==> src/shared/scw_regs.vh <==
// Constants for the screen crop window controller
`ifndef SCW_REGS_VH
`define SCW_REGS_VH

`define SCW_MAX_W        12'd1920
`define SCW_MAX_H        12'd1200
`define SCW_MIN_DIM      12'd16
`define SCW_OUT_W        12'd1920
`define SCW_OUT_H        12'd1080
`define SCW_DIM_ZERO     12'd0
`define SCW_DIM_ONE      12'd1

`define SCW_SHARP_MIN    4'd1
`define SCW_SHARP_MAX    4'd8
`define SCW_SHARP_DEF    4'd4

`define SCW_CMD_STEP_ORG 3'd0
`define SCW_CMD_STEP_EXT 3'd1
`define SCW_CMD_JUMP_ORG 3'd2
`define SCW_CMD_JUMP_EXT 3'd3
`define SCW_CMD_DEF_ORG  3'd4
`define SCW_CMD_DEF_EXT  3'd5
`define SCW_CMD_FULL     3'd6

`define SCW_DIR_LEFT     2'd0
`define SCW_DIR_RIGHT    2'd1
`define SCW_DIR_UP       2'd2
`define SCW_DIR_DOWN     2'd3

`define SCW_RAT_MANUAL   2'd0
`define SCW_RAT_16X9     2'd1
`define SCW_RAT_4X3      2'd2
`define SCW_R169_N       16'd16
`define SCW_R169_D       16'd9
`define SCW_R43_N        16'd4
`define SCW_R43_D        16'd3

`define SCW_REF_NONE     2'd0
`define SCW_REF_INT      2'd1
`define SCW_REF_EXT      2'd2

`define SCW_CLK_KHZ      50000
`define SCW_REP_START_MS 400
`define SCW_REP_MIN_MS   25
`define SCW_PRES_TMO_MS  100
`define SCW_REP_START_CYC (`SCW_REP_START_MS * `SCW_CLK_KHZ)
`define SCW_REP_MIN_CYC   (`SCW_REP_MIN_MS * `SCW_CLK_KHZ)
`define SCW_PRES_TMO_CYC  (`SCW_PRES_TMO_MS * `SCW_CLK_KHZ)

`define SCW_DIV_STEPS    5'd24
`define SCW_PIN_W        7
`endif

==> src/design/scw_sync.v <==
// Three-stage pin synchroniser that only follows an agreed level
module scw_sync #(
  parameter W = 1
) (
  // Clock and reset
  input  wire         clk,
  input  wire         rst,
  // Pins and clean levels
  input  wire [W-1:0] pin,
  output wire [W-1:0] lvl
);
  reg [W-1:0] s1_q;
  reg [W-1:0] s2_q;
  reg [W-1:0] s3_q;
  reg [W-1:0] lvl_q;

  genvar i;
  generate
    for (i = 0; i < W; i = i + 1) begin : g_bit
      always @(posedge clk) begin
        if (rst) begin
          s1_q[i]  <= 1'b0;
          s2_q[i]  <= 1'b0;
          s3_q[i]  <= 1'b0;
          lvl_q[i] <= 1'b0;
        end else begin
          s1_q[i] <= pin[i];
          s2_q[i] <= s1_q[i];
          s3_q[i] <= s2_q[i];
          if (s2_q[i] == s3_q[i]) begin
            lvl_q[i] <= s3_q[i];
          end
        end
      end
    end
  endgenerate

  assign lvl = lvl_q;
endmodule // scw_sync

==> src/design/scw_buf.v <==
// Two-entry buffer with registered ready, output stage plus skid slot
module scw_buf #(
  parameter W = 24
) (
  // Clock and reset
  input  wire         clk,
  input  wire         rst,
  // Filling side
  input  wire         in_valid,
  input  wire [W-1:0] in_data,
  output wire         in_ready,
  // Draining side
  output wire         out_valid,
  output wire [W-1:0] out_data,
  input  wire         out_ready
);
  reg         out_valid_q;
  reg [W-1:0] out_data_q;
  reg         skid_valid_q;
  reg [W-1:0] skid_data_q;
  reg         in_ready_q;
  wire        drain = out_ready | ~out_valid_q;
  wire        take  = in_valid & in_ready_q;

  always @(posedge clk) begin
    if (rst) begin
      out_valid_q  <= 1'b0;
      out_data_q   <= {W{1'b0}};
      skid_valid_q <= 1'b0;
      skid_data_q  <= {W{1'b0}};
      in_ready_q   <= 1'b0;
    end else begin
      if (drain) begin
        if (skid_valid_q) begin
          out_valid_q <= 1'b1;
          out_data_q  <= skid_data_q;
        end else begin
          out_valid_q <= take;
          out_data_q  <= in_data;
        end
        skid_valid_q <= 1'b0;
        in_ready_q   <= 1'b1;
      end else if (take) begin
        // Receiver stalled: park the word rather than lose it
        skid_valid_q <= 1'b1;
        skid_data_q  <= in_data;
        in_ready_q   <= 1'b0;
      end else begin
        in_ready_q <= ~skid_valid_q;
      end
    end
  end

  assign in_ready  = in_ready_q;
  assign out_valid = out_valid_q;
  assign out_data  = out_data_q;
endmodule // scw_buf

==> src/design/scw_top.v <==
// Screen crop window control: input sensing, selection geometry, output fill
`include "scw_regs.vh"
module scw_top #(
  parameter REP_START = `SCW_REP_START_CYC,
  parameter REP_MIN   = `SCW_REP_MIN_CYC,
  parameter PRES_TMO  = `SCW_PRES_TMO_CYC
) (
  // Clock and reset
  input  wire        clk,
  input  wire        rst,
  // Input choice and analog size, host only
  input  wire        analog_sel,
  input  wire [11:0] cfg_res_w,
  input  wire [11:0] cfg_res_h,
  // Graphics input pins
  input  wire        dvi_de,
  input  wire        dvi_vs,
  input  wire        vga_vs,
  // Input status
  output reg         in_present_q,
  output reg  [11:0] in_width_q,
  output reg  [11:0] in_height_q,
  // Reference
  input  wire        ref_ext_sel,
  input  wire        ref_ext_det,
  input  wire        ref_pll_lock,
  input  wire        ref_hs,
  input  wire        ref_vs,
  input  wire [9:0]  tc_line,
  output reg  [1:0]  ref_kind_q,
  output reg         sync_lock_q,
  output reg         tc_gate_q,
  // Selection commands
  input  wire        cmd_valid,
  input  wire [2:0]  cmd_code,
  input  wire [1:0]  cmd_dir,
  input  wire        key_held,
  input  wire [1:0]  ratio_mode,
  output reg  [11:0] org_x_q,
  output reg  [11:0] org_y_q,
  output reg  [11:0] ext_w_q,
  output reg  [11:0] ext_h_q,
  // Output shaping
  input  wire [7:0]  border_px,
  input  wire [3:0]  sharp_set,
  output reg         lbox_q,
  output reg         pbox_q,
  output reg  [11:0] band_q,
  output reg  [3:0]  sharp_q,
  // Pixel stream in output raster coordinates
  input  wire        pix_valid,
  input  wire [23:0] pix_data,
  input  wire [11:0] pix_x,
  input  wire [11:0] pix_y,
  output wire        pix_ready,
  output wire        vid_valid,
  output wire [23:0] vid_data,
  input  wire        vid_ready
);
  wire [6:0] pins;
  scw_sync #(.W(`SCW_PIN_W)) u_sync (
    .clk (clk),
    .rst (rst),
    .pin ({ref_vs, ref_hs, ref_pll_lock, ref_ext_det, vga_vs, dvi_vs, dvi_de}),
    .lvl (pins)
  );
  wire de_s = pins[0];
  wire dvs_s = pins[1];
  wire avs_s = pins[2];
  wire rdet_s = pins[3];
  wire rlock_s = pins[4];
  wire rhs_s = pins[5];
  wire rvs_s = pins[6];

  // Input measurement and presence
  reg         de_q, dvs_q, avs_q, rhs_q, rvs_q;
  reg  [11:0] pix_cnt_q, line_cnt_q, meas_w_q, meas_h_q;
  reg  [24:0] tmo_q;
  reg  [9:0]  ref_line_q;
  reg  [11:0] fw_q, fh_q;
  wire        sel_vs_rise = analog_sel ? (avs_s & ~avs_q) : (dvs_s & ~dvs_q);

  always @(posedge clk) begin
    if (rst) begin
      {de_q, dvs_q, avs_q, rhs_q, rvs_q} <= 5'h00;
      pix_cnt_q <= `SCW_DIM_ZERO;
      line_cnt_q <= `SCW_DIM_ZERO;
      meas_w_q <= `SCW_DIM_ZERO;
      meas_h_q <= `SCW_DIM_ZERO;
      tmo_q <= 25'h0000000;
      in_present_q <= 1'b0;
      in_width_q <= `SCW_DIM_ZERO;
      in_height_q <= `SCW_DIM_ZERO;
      fw_q <= `SCW_MAX_W;
      fh_q <= `SCW_MAX_H;
      ref_line_q <= 10'h000;
      ref_kind_q <= `SCW_REF_INT;
      sync_lock_q <= 1'b0;
      tc_gate_q <= 1'b0;
      sharp_q <= `SCW_SHARP_DEF;
    end else begin
      {de_q, dvs_q, avs_q, rhs_q, rvs_q} <= {de_s, dvs_s, avs_s, rhs_s, rvs_s};
      // Saturating counts keep an oversize raster from wrapping
      if (de_s && pix_cnt_q != `SCW_MAX_W) begin
        pix_cnt_q <= pix_cnt_q + `SCW_DIM_ONE;
      end else if (!de_s) begin
        pix_cnt_q <= `SCW_DIM_ZERO;
      end
      if (!de_s && de_q) begin
        meas_w_q <= pix_cnt_q;
        if (line_cnt_q != `SCW_MAX_H) begin
          line_cnt_q <= line_cnt_q + `SCW_DIM_ONE;
        end
      end
      if (dvs_s && !dvs_q) begin
        meas_h_q <= line_cnt_q;
        line_cnt_q <= `SCW_DIM_ZERO;
      end
      if (sel_vs_rise) begin
        tmo_q <= PRES_TMO[24:0];
      end else if (tmo_q != 25'h0000000) begin
        tmo_q <= tmo_q - 25'h0000001;
      end
      in_present_q <= (tmo_q != 25'h0000000);
      // Analog cannot be sensed, so the configured size stands in
      if (analog_sel) begin
        fw_q <= (cfg_res_w > `SCW_MAX_W) ? `SCW_MAX_W : cfg_res_w;
        fh_q <= (cfg_res_h > `SCW_MAX_H) ? `SCW_MAX_H : cfg_res_h;
      end else begin
        fw_q <= meas_w_q;
        fh_q <= meas_h_q;
      end
      in_width_q <= fw_q;
      in_height_q <= fh_q;
      // Reference kind, lock and timecode line gate
      if (!ref_ext_sel) begin
        ref_kind_q <= `SCW_REF_INT;
      end else begin
        ref_kind_q <= rdet_s ? `SCW_REF_EXT : `SCW_REF_NONE;
      end
      sync_lock_q <= rlock_s & (~ref_ext_sel | rdet_s);
      if (rvs_s && !rvs_q) begin
        ref_line_q <= 10'h000;
      end else if (rhs_s && !rhs_q) begin
        ref_line_q <= ref_line_q + 10'h001;
      end
      tc_gate_q <= (ref_line_q == tc_line);
      if (sharp_set < `SCW_SHARP_MIN) begin
        sharp_q <= `SCW_SHARP_MIN;
      end else if (sharp_set > `SCW_SHARP_MAX) begin
        sharp_q <= `SCW_SHARP_MAX;
      end else begin
        sharp_q <= sharp_set;
      end
    end
  end

  // Hold-to-repeat for step commands
  reg         rep_on_q;
  reg  [24:0] rep_cnt_q, rep_int_q;
  reg  [2:0]  rep_code_q;
  reg  [1:0]  rep_dir_q;
  wire        is_step = (cmd_code == `SCW_CMD_STEP_ORG) || (cmd_code == `SCW_CMD_STEP_EXT);
  wire        rep_fire = rep_on_q & key_held & (rep_cnt_q == 25'h0000000);
  wire [24:0] rep_half = rep_int_q >> 1;
  wire [24:0] rep_next = (rep_half < REP_MIN[24:0]) ? REP_MIN[24:0] : rep_half;

  always @(posedge clk) begin
    if (rst) begin
      rep_on_q <= 1'b0;
      rep_cnt_q <= 25'h0000000;
      rep_int_q <= 25'h0000000;
      rep_code_q <= `SCW_CMD_STEP_ORG;
      rep_dir_q <= `SCW_DIR_LEFT;
    end else if (cmd_valid) begin
      rep_on_q <= is_step & key_held;
      rep_cnt_q <= REP_START[24:0];
      rep_int_q <= REP_START[24:0];
      rep_code_q <= cmd_code;
      rep_dir_q <= cmd_dir;
    end else if (!key_held) begin
      rep_on_q <= 1'b0;
    end else if (rep_fire) begin
      rep_int_q <= rep_next;
      rep_cnt_q <= rep_next;
    end else if (rep_on_q) begin
      rep_cnt_q <= rep_cnt_q - 25'h0000001;
    end
  end

  // Selection geometry
  wire        go = cmd_valid | rep_fire;
  wire [2:0]  code = cmd_valid ? cmd_code : rep_code_q;
  wire [1:0]  dir = cmd_valid ? cmd_dir : rep_dir_q;
  wire        fixed = (ratio_mode != `SCW_RAT_MANUAL);
  wire [15:0] rn = (ratio_mode == `SCW_RAT_4X3) ? `SCW_R43_N : `SCW_R169_N;
  wire [15:0] rd = (ratio_mode == `SCW_RAT_4X3) ? `SCW_R43_D : `SCW_R169_D;
  reg  [11:0] nx, ny, nw, nh, aw, ah, base, cap, fitw, fith;
  reg  [15:0] t;
  reg         drive_h;

  function [11:0] sat12;
    input [15:0] v;
    sat12 = (v > {4'h0, `SCW_MAX_W}) ? `SCW_MAX_W : v[11:0];
  endfunction

  always @* begin
    nx = org_x_q;
    ny = org_y_q;
    nw = ext_w_q;
    nh = ext_h_q;
    drive_h = 1'b0;
    if (go) begin
      case (code)
        `SCW_CMD_STEP_ORG: begin
          case (dir)
            `SCW_DIR_LEFT: nx = (org_x_q == `SCW_DIM_ZERO) ? org_x_q : org_x_q - `SCW_DIM_ONE;
            `SCW_DIR_RIGHT: nx = org_x_q + `SCW_DIM_ONE;
            `SCW_DIR_UP: ny = (org_y_q == `SCW_DIM_ZERO) ? org_y_q : org_y_q - `SCW_DIM_ONE;
            default: ny = org_y_q + `SCW_DIM_ONE;
          endcase
        end
        `SCW_CMD_STEP_EXT: begin
          case (dir)
            `SCW_DIR_LEFT: nw = ext_w_q - `SCW_DIM_ONE;
            `SCW_DIR_RIGHT: nw = ext_w_q + `SCW_DIM_ONE;
            `SCW_DIR_UP: nh = ext_h_q - `SCW_DIM_ONE;
            default: nh = ext_h_q + `SCW_DIM_ONE;
          endcase
          drive_h = dir[1];
        end
        `SCW_CMD_JUMP_ORG: begin
          case (dir)
            `SCW_DIR_LEFT: nx = `SCW_DIM_ZERO;
            `SCW_DIR_RIGHT: nx = `SCW_MAX_W;
            `SCW_DIR_UP: ny = `SCW_DIM_ZERO;
            default: ny = `SCW_MAX_H;
          endcase
        end
        `SCW_CMD_JUMP_EXT: begin
          case (dir)
            `SCW_DIR_RIGHT: nw = `SCW_MAX_W;
            `SCW_DIR_DOWN: begin
              nh = `SCW_MAX_H;
              drive_h = 1'b1;
            end
            default: begin
              nw = `SCW_MIN_DIM;
              nh = `SCW_MIN_DIM;
            end
          endcase
        end
        `SCW_CMD_DEF_ORG: begin
          nx = `SCW_DIM_ZERO;
          ny = `SCW_DIM_ZERO;
        end
        `SCW_CMD_DEF_EXT: begin
          nw = `SCW_MAX_W;
          nh = `SCW_MAX_H;
        end
        `SCW_CMD_FULL: begin
          nx = `SCW_DIM_ZERO;
          ny = `SCW_DIM_ZERO;
          nw = `SCW_MAX_W;
          nh = `SCW_MAX_H;
        end
        default: ;
      endcase
    end
    // Origin is held so the current size still fits; far jumps land on the edge
    if (nx > fw_q - ext_w_q || fw_q < ext_w_q) begin
      nx = (fw_q > ext_w_q) ? fw_q - ext_w_q : `SCW_DIM_ZERO;
    end
    if (ny > fh_q - ext_h_q || fh_q < ext_h_q) begin
      ny = (fh_q > ext_h_q) ? fh_q - ext_h_q : `SCW_DIM_ZERO;
    end
    aw = fw_q - nx;
    ah = fh_q - ny;
    if (fixed) begin
      t = {4'h0, nh} * rn / rd;
      base = drive_h ? sat12(t) : nw;
      t = {4'h0, ah} * rn / rd;
      cap = (sat12(t) < aw) ? sat12(t) : aw;
      fitw = (base < `SCW_MIN_DIM) ? `SCW_MIN_DIM : base;
      fitw = (fitw > cap) ? cap : fitw;
      t = {4'h0, fitw} * rd / rn;
      fith = t[11:0];
    end else begin
      cap = aw;
      base = nw;
      t = 16'h0000;
      fitw = (nw < `SCW_MIN_DIM) ? `SCW_MIN_DIM : nw;
      fitw = (fitw > aw) ? aw : fitw;
      fith = (nh < `SCW_MIN_DIM) ? `SCW_MIN_DIM : nh;
      fith = (fith > ah) ? ah : fith;
    end
  end

  always @(posedge clk) begin
    if (rst) begin
      org_x_q <= `SCW_DIM_ZERO;
      org_y_q <= `SCW_DIM_ZERO;
      ext_w_q <= `SCW_MIN_DIM;
      ext_h_q <= `SCW_MIN_DIM;
    end else begin
      // Refit every cycle so a frame or ratio change reclamps at once
      org_x_q <= nx;
      org_y_q <= ny;
      ext_w_q <= fitw;
      ext_h_q <= fith;
    end
  end

  // Serial divider for band size, reruns continuously
  reg  [23:0] dv_num_q;
  reg  [11:0] dv_den_q, dv_quo_q;
  reg  [12:0] dv_rem_q;
  reg  [4:0]  dv_cnt_q;
  reg         dv_wide_q;
  wire [23:0] wide_a = ext_w_q * `SCW_OUT_H;
  wire [23:0] wide_b = ext_h_q * `SCW_OUT_W;
  wire [12:0] rem_sh = {dv_rem_q[11:0], dv_num_q[23]};
  wire [11:0] odim = dv_wide_q ? `SCW_OUT_H : `SCW_OUT_W;
  // Last quotient bit lands on the final step, so the band must see it early
  wire [11:0] quo_nx = {dv_quo_q[10:0], rem_sh >= {1'b0, dv_den_q}};

  always @(posedge clk) begin
    if (rst) begin
      dv_num_q <= 24'h000000;
      dv_den_q <= `SCW_DIM_ZERO;
      dv_quo_q <= `SCW_DIM_ZERO;
      dv_rem_q <= 13'h0000;
      dv_cnt_q <= 5'h00;
      dv_wide_q <= 1'b0;
      lbox_q <= 1'b0;
      pbox_q <= 1'b0;
      band_q <= `SCW_DIM_ZERO;
    end else if (dv_cnt_q == 5'h00) begin
      dv_wide_q <= (wide_a > wide_b);
      dv_num_q <= (wide_a > wide_b) ? wide_b : wide_a;
      dv_den_q <= (wide_a > wide_b) ? ext_w_q : ext_h_q;
      dv_rem_q <= 13'h0000;
      dv_quo_q <= `SCW_DIM_ZERO;
      dv_cnt_q <= `SCW_DIV_STEPS;
    end else begin
      dv_num_q <= {dv_num_q[22:0], 1'b0};
      if (rem_sh >= {1'b0, dv_den_q}) begin
        dv_rem_q <= rem_sh - {1'b0, dv_den_q};
        dv_quo_q <= {dv_quo_q[10:0], 1'b1};
      end else begin
        dv_rem_q <= rem_sh;
        dv_quo_q <= {dv_quo_q[10:0], 1'b0};
      end
      if (dv_cnt_q == 5'h01) begin
        lbox_q <= dv_wide_q;
        pbox_q <= ~dv_wide_q & (wide_a != wide_b);
        band_q <= (quo_nx < odim) ? (odim - quo_nx) >> 1 : `SCW_DIM_ZERO;
      end
      dv_cnt_q <= dv_cnt_q - 5'h01;
    end
  end

  // Blanking of bands and border on the way out
  wire [11:0] bdr = {4'h0, border_px};
  wire [11:0] cx0 = (pbox_q ? band_q : `SCW_DIM_ZERO) + bdr;
  wire [11:0] cx1 = (pbox_q ? `SCW_OUT_W - band_q : `SCW_OUT_W) - bdr;
  wire [11:0] cy0 = (lbox_q ? band_q : `SCW_DIM_ZERO) + bdr;
  wire [11:0] cy1 = (lbox_q ? `SCW_OUT_H - band_q : `SCW_OUT_H) - bdr;
  wire        black = (pix_x < cx0) || (pix_x >= cx1) || (pix_y < cy0) || (pix_y >= cy1);
  wire [23:0] shaped = black ? 24'h000000 : pix_data;

  scw_buf #(.W(24)) u_buf (
    .clk       (clk),
    .rst       (rst),
    .in_valid  (pix_valid),
    .in_data   (shaped),
    .in_ready  (pix_ready),
    .out_valid (vid_valid),
    .out_data  (vid_data),
    .out_ready (vid_ready)
  );
endmodule // scw_top

==> config.mk <==
export PLATFORM = sky130hd
export DESIGN_NAME = scw_top
export DESIGN_NICKNAME = d
export VERILOG_FILES = /design/src/design/scw_sync.v /design/src/design/scw_buf.v /design/src/design/scw_top.v
export VERILOG_INCLUDE_DIRS = /design/src /design/src/shared
export SDC_FILE = /design/constraint.sdc
export NUM_CORES = 2
export LEC_CHECK = 0
export BUFFER_PORTS_ARGS = -buffer_cell sky130_fd_sc_hd__clkbuf_2
export CAP_MARGIN = 30
export CELL_PAD_IN_SITES_DETAIL_PLACEMENT = 1
export CELL_PAD_IN_SITES_GLOBAL_PLACEMENT = 1
export CORE_UTILIZATION = 40
export DETAILED_ROUTE_END_ITERATION = 12
export PLACE_DENSITY = 0.79
export SLEW_MARGIN = 20
export SYNTH_ARGS = -nofsm -noshare
export SYNTH_HDL_FRONTEND = slang
export SYNTH_SLANG_ARGS = --single-unit
==> constraint.sdc <==
create_clock -name clk -period 59.1 [get_ports clk]
set_input_delay 2.955 -clock clk [delete_from_list [all_inputs] [get_ports clk]]
set_output_delay 2.955 -clock clk [all_outputs]
set_load 0.03 [all_outputs]
==> results summary <==
The number of detailed-routing iterations run before antenna repair is 5. The number of antenna violations at the first check in global routing was 2. The post-detailed-route count of antenna-violating nets came out at 0. After routing the design area is 50800 µm². The portion of the clock cycle consumed by the worst path in the final layout came out at 0.943. The relative slew slack is 0.347.

The worst endpoint data arrival time came out at around 56 ns. The count of final setup violators is 0. The critical path is of the input pin to flip-flop type. The count of placed standard cells in the final layout, fillers left out is between 7000 and 8000. By count the netlist is led by sky130_fd_sc_hd__nor2_1 (711), sky130_fd_sc_hd__a21oi_1 (535), sky130_fd_sc_hd__nand2_1 (495). The pre-CTS setup slack is -1.22 ns. The fraction of final layout cells with drive strength greater than 1 is 0.117.

The worst-case clock skew came out at ~0.024 ns. The total overflow reported by the global router came out at 0. At the later pin of the worst-skew pair, clock insertion delay measures ~0.6 ns. The routed wirelength normalized by instance count is slightly above 20 µm.

Based on the critical path, the design can be clocked at up to between 15 and 20 MHz. The hold violation total from the final report was 0. The number of cells produced by synthesis is roughly 6100. The flow ran to the end, and the final reports show no timing, DRC or antenna violations. Routability-driven placement finished with a final weighted congestion of 0.921. The via density per instance came out at ~6.0. Of the post-synthesis cell area, the dominant cell type holds 0.176. The hold buffer count at CTS is 0. The core outline area came out at 113000 µm². STA classifies the critical path startpoint as an input pin. The largest fanout of any net on the critical path is 14.

Yosys attributes the largest share of cell area to sky130_fd_sc_hd__dfxtp_1 (18%), sky130_fd_sc_hd__ha_1 (13%), sky130_fd_sc_hd__a21oi_1 (5.9%), sky130_fd_sc_hd__nor2_1 (5.8%), sky130_fd_sc_hd__xnor2_1 (4.4%). CTS built an H-tree with a depth of 2. The cell with the largest stage delay on the worst path is sky130_fd_sc_hd__o41a_2. The number of clock sinks is between 400 and 500. The number of enable flip-flop cells after synthesis came out at 0. The floorplan die width is between 300 and 400 µm. After detailed routing, the number of remaining DRC violations is 0. After clock tree synthesis, the clock-pin slew on the worst setup and hold paths is 0.07 ns. The slew at the pin closest to its max-slew limit is 0.954 ns. For this run, the post-layout net count is 6921. The total standard cell area after synthesis is between 40000 and 50000 µm². Of the synthesized area, sequential elements account for 0.176. The critical path capture point type is a flip-flop.

The shortest clock period the worst path allows after layout came out at 55.73 ns. Once routing completed, OpenROAD measured the worst setup slack at 3.37 ns. The worst register-to-register path has a setup slack of a little over 4 ns. The peak per-stage delay on the critical path is 0.65 ns.

The die is 340 µm tall. During placement, the flow inserted port buffers numbering 235. The maximum number of buffers from clock root to sink came out at 3. The I/O pin total is 237. The pin count of the biggest net entering global routing came out at 161. The floorplan die area came out at 115000 µm². The TritonCTS clock tree is yes.

The min-delay analysis places its worst path in the category flip-flop to flip-flop. The area growth from synthesis to final layout came out at 11.2%. After routing, the total negative slack on setup checks comes to 0 ns. The most numerous cell type found on the critical path is sky130_fd_sc_hd__ha_1. The number of buffers created by CTS is between 40 and 50. During synthesis, Yosys emitted a total of 0 warnings. The first routing iteration left 2735 violations. Among all cell types in the netlist, the one instantiated most often is sky130_fd_sc_hd__nor2_1. At the worst endpoint, the required time is ~60 ns. The HPWL after detailed placement came out at 125 mm. The biggest area contributor in the post-synthesis netlist is sky130_fd_sc_hd__dfxtp_1.

The total routing usage reported by global routing came out at 0.266. In the synthesized netlist the async set-or-reset flop fraction comes to 0. The number of global-route vias before repair came out at roughly 48000. The global-route wire length before repair is ~250 mm. The wire length reported by the detailed router came out at 160 mm.

The post-placement cell count is ~7700. The tree is rooted in a sky130_fd_sc_hd__clkbuf_16. The count of pins over their slew limit came out at 0. The number of distinct library cell variants in the gate-level netlist after synthesis is 162. For this block, the via count after detailed routing is 46600. The most used flip-flop cell after synthesis is sky130_fd_sc_hd__dfxtp_1. The max-cap violation count is 0.

The total number of placement rows came out at 123. The average cell area after synthesis is 7.54 µm². The post-synthesis register bit count is around 400. The post-placement cell area came out at 48500 µm². The starting utilization of the core area came out at 0.405.
-- final cells by class --
class,instances,area [µm²]
clock buffer,58,1220
antenna,1,2.50
multi-input combinational,5091,35700
sequential,402,8050
fill,14100,62000
inverter,375,1420
tap,1500,1880
clock inverter,24,439
timing repair buffer,354,2120
-- what timing repair did --
| action | in CTS | in global routing |
|---|---|---|
| pin swaps | 2 | 15 |
| setup buffers | 5 | 26 |
| setup endpoints to repair | 1 | 3 |
| resized for setup | 5 | 77 |
-- critical path, delay by kind of cell --
| family | cells | cell delay (ns) |
|---|---|---|
| compound gates | 100 | 20.13 |
| fa+ha+maj | 35 | 10.89 |
| simple gates | 84 | 15.47 |
| buf+inv | 21 | 2.62 |
| mux | 4 | 1.13 |
| xor+xnor | 15 | 2.95 |
-- sequential cells by signal, indices dropped and copies added (netlist names), 21 cells and up --
signal,cells
u_buf.skid_data_q,24
dv_num_q,21
rep_cnt_q,25
tmo_q,25
rep_int_q,24
u_buf.out_data,24
-- per-layer routing --
layer | share of wire | vias up | GRT usage | wire length (µm)
met1 | 0.44 | 23000 | 0.338 | 71200
met4 | 0.037 | 0 | 0.104 | 5940
met5 | 0 | - | 0 | 0
met3 | 0.039 | 279 | 0.0226 | 6250
met2 | 0.48 | 1013 | 0.462 | 77000
li1 | - | 22400 | - | -
-- final timing paths --
path | from | endpoint | cells past startpoint
setup / recovery | key_held | ext_h_q[0] | 259
hold / removal | u_sync.s1_q[3] | u_sync.s2_q[3] | 1
setup reg to reg | ext_h_q[2] | ext_h_q[0] | 259
hold reg to reg | u_sync.s1_q[3] | u_sync.s2_q[3] | 1
-- cell families (layout without fill, tap and decap cells) --
family,after synthesis,in the layout,synth area share
xor gates and xnor gates,350,350,0.0675
adders and majority gates,546,546,0.159
buffers and inverters,592,811,0.0537
muxes,114,114,0.0270
AOI/OAI and AO/OA,1799,1799,0.271
other,1,31,0.0000821
DFF,402,402,0.176
and+or+nand+nor,2252,2252,0.246
-- placed cells by master (no fill, tap or decap), types with 161 or more instances in the layout --
| master | netlist | layout |
|---|---|---|
| sky130_fd_sc_hd__a21oi_1 | 535 | 532 |
| sky130_fd_sc_hd__clkbuf_2 | 1 | 233 |
| sky130_fd_sc_hd__dfxtp_1 | 402 | 402 |
| sky130_fd_sc_hd__ha_1 | 477 | 474 |
| sky130_fd_sc_hd__inv_1 | 372 | 369 |
| sky130_fd_sc_hd__nand2_1 | 495 | 492 |
| sky130_fd_sc_hd__nor2_1 | 711 | 706 |
| sky130_fd_sc_hd__nor3_1 | 167 | 161 |
| sky130_fd_sc_hd__o21ai_0 | 262 | 256 |
| sky130_fd_sc_hd__xnor2_1 | 227 | 218 |
-- stage by stage --
| step | hold WS (ns) | utilization |
|---|---|---|
| after floorplan | 0.406 | - |
| after detailed placement | 0.434 | 0.430 |
| after global placement | 0.415 | 0.430 |
| final | 0.441 | 0.450 |
| after global routing | 0.463 | 0.450 |
| after CTS | 0.442 | 0.445 |
Power is left out: the tool's default activity adds up to more than one toggle a clock period on the data nets, which glitch-free logic cannot reach.
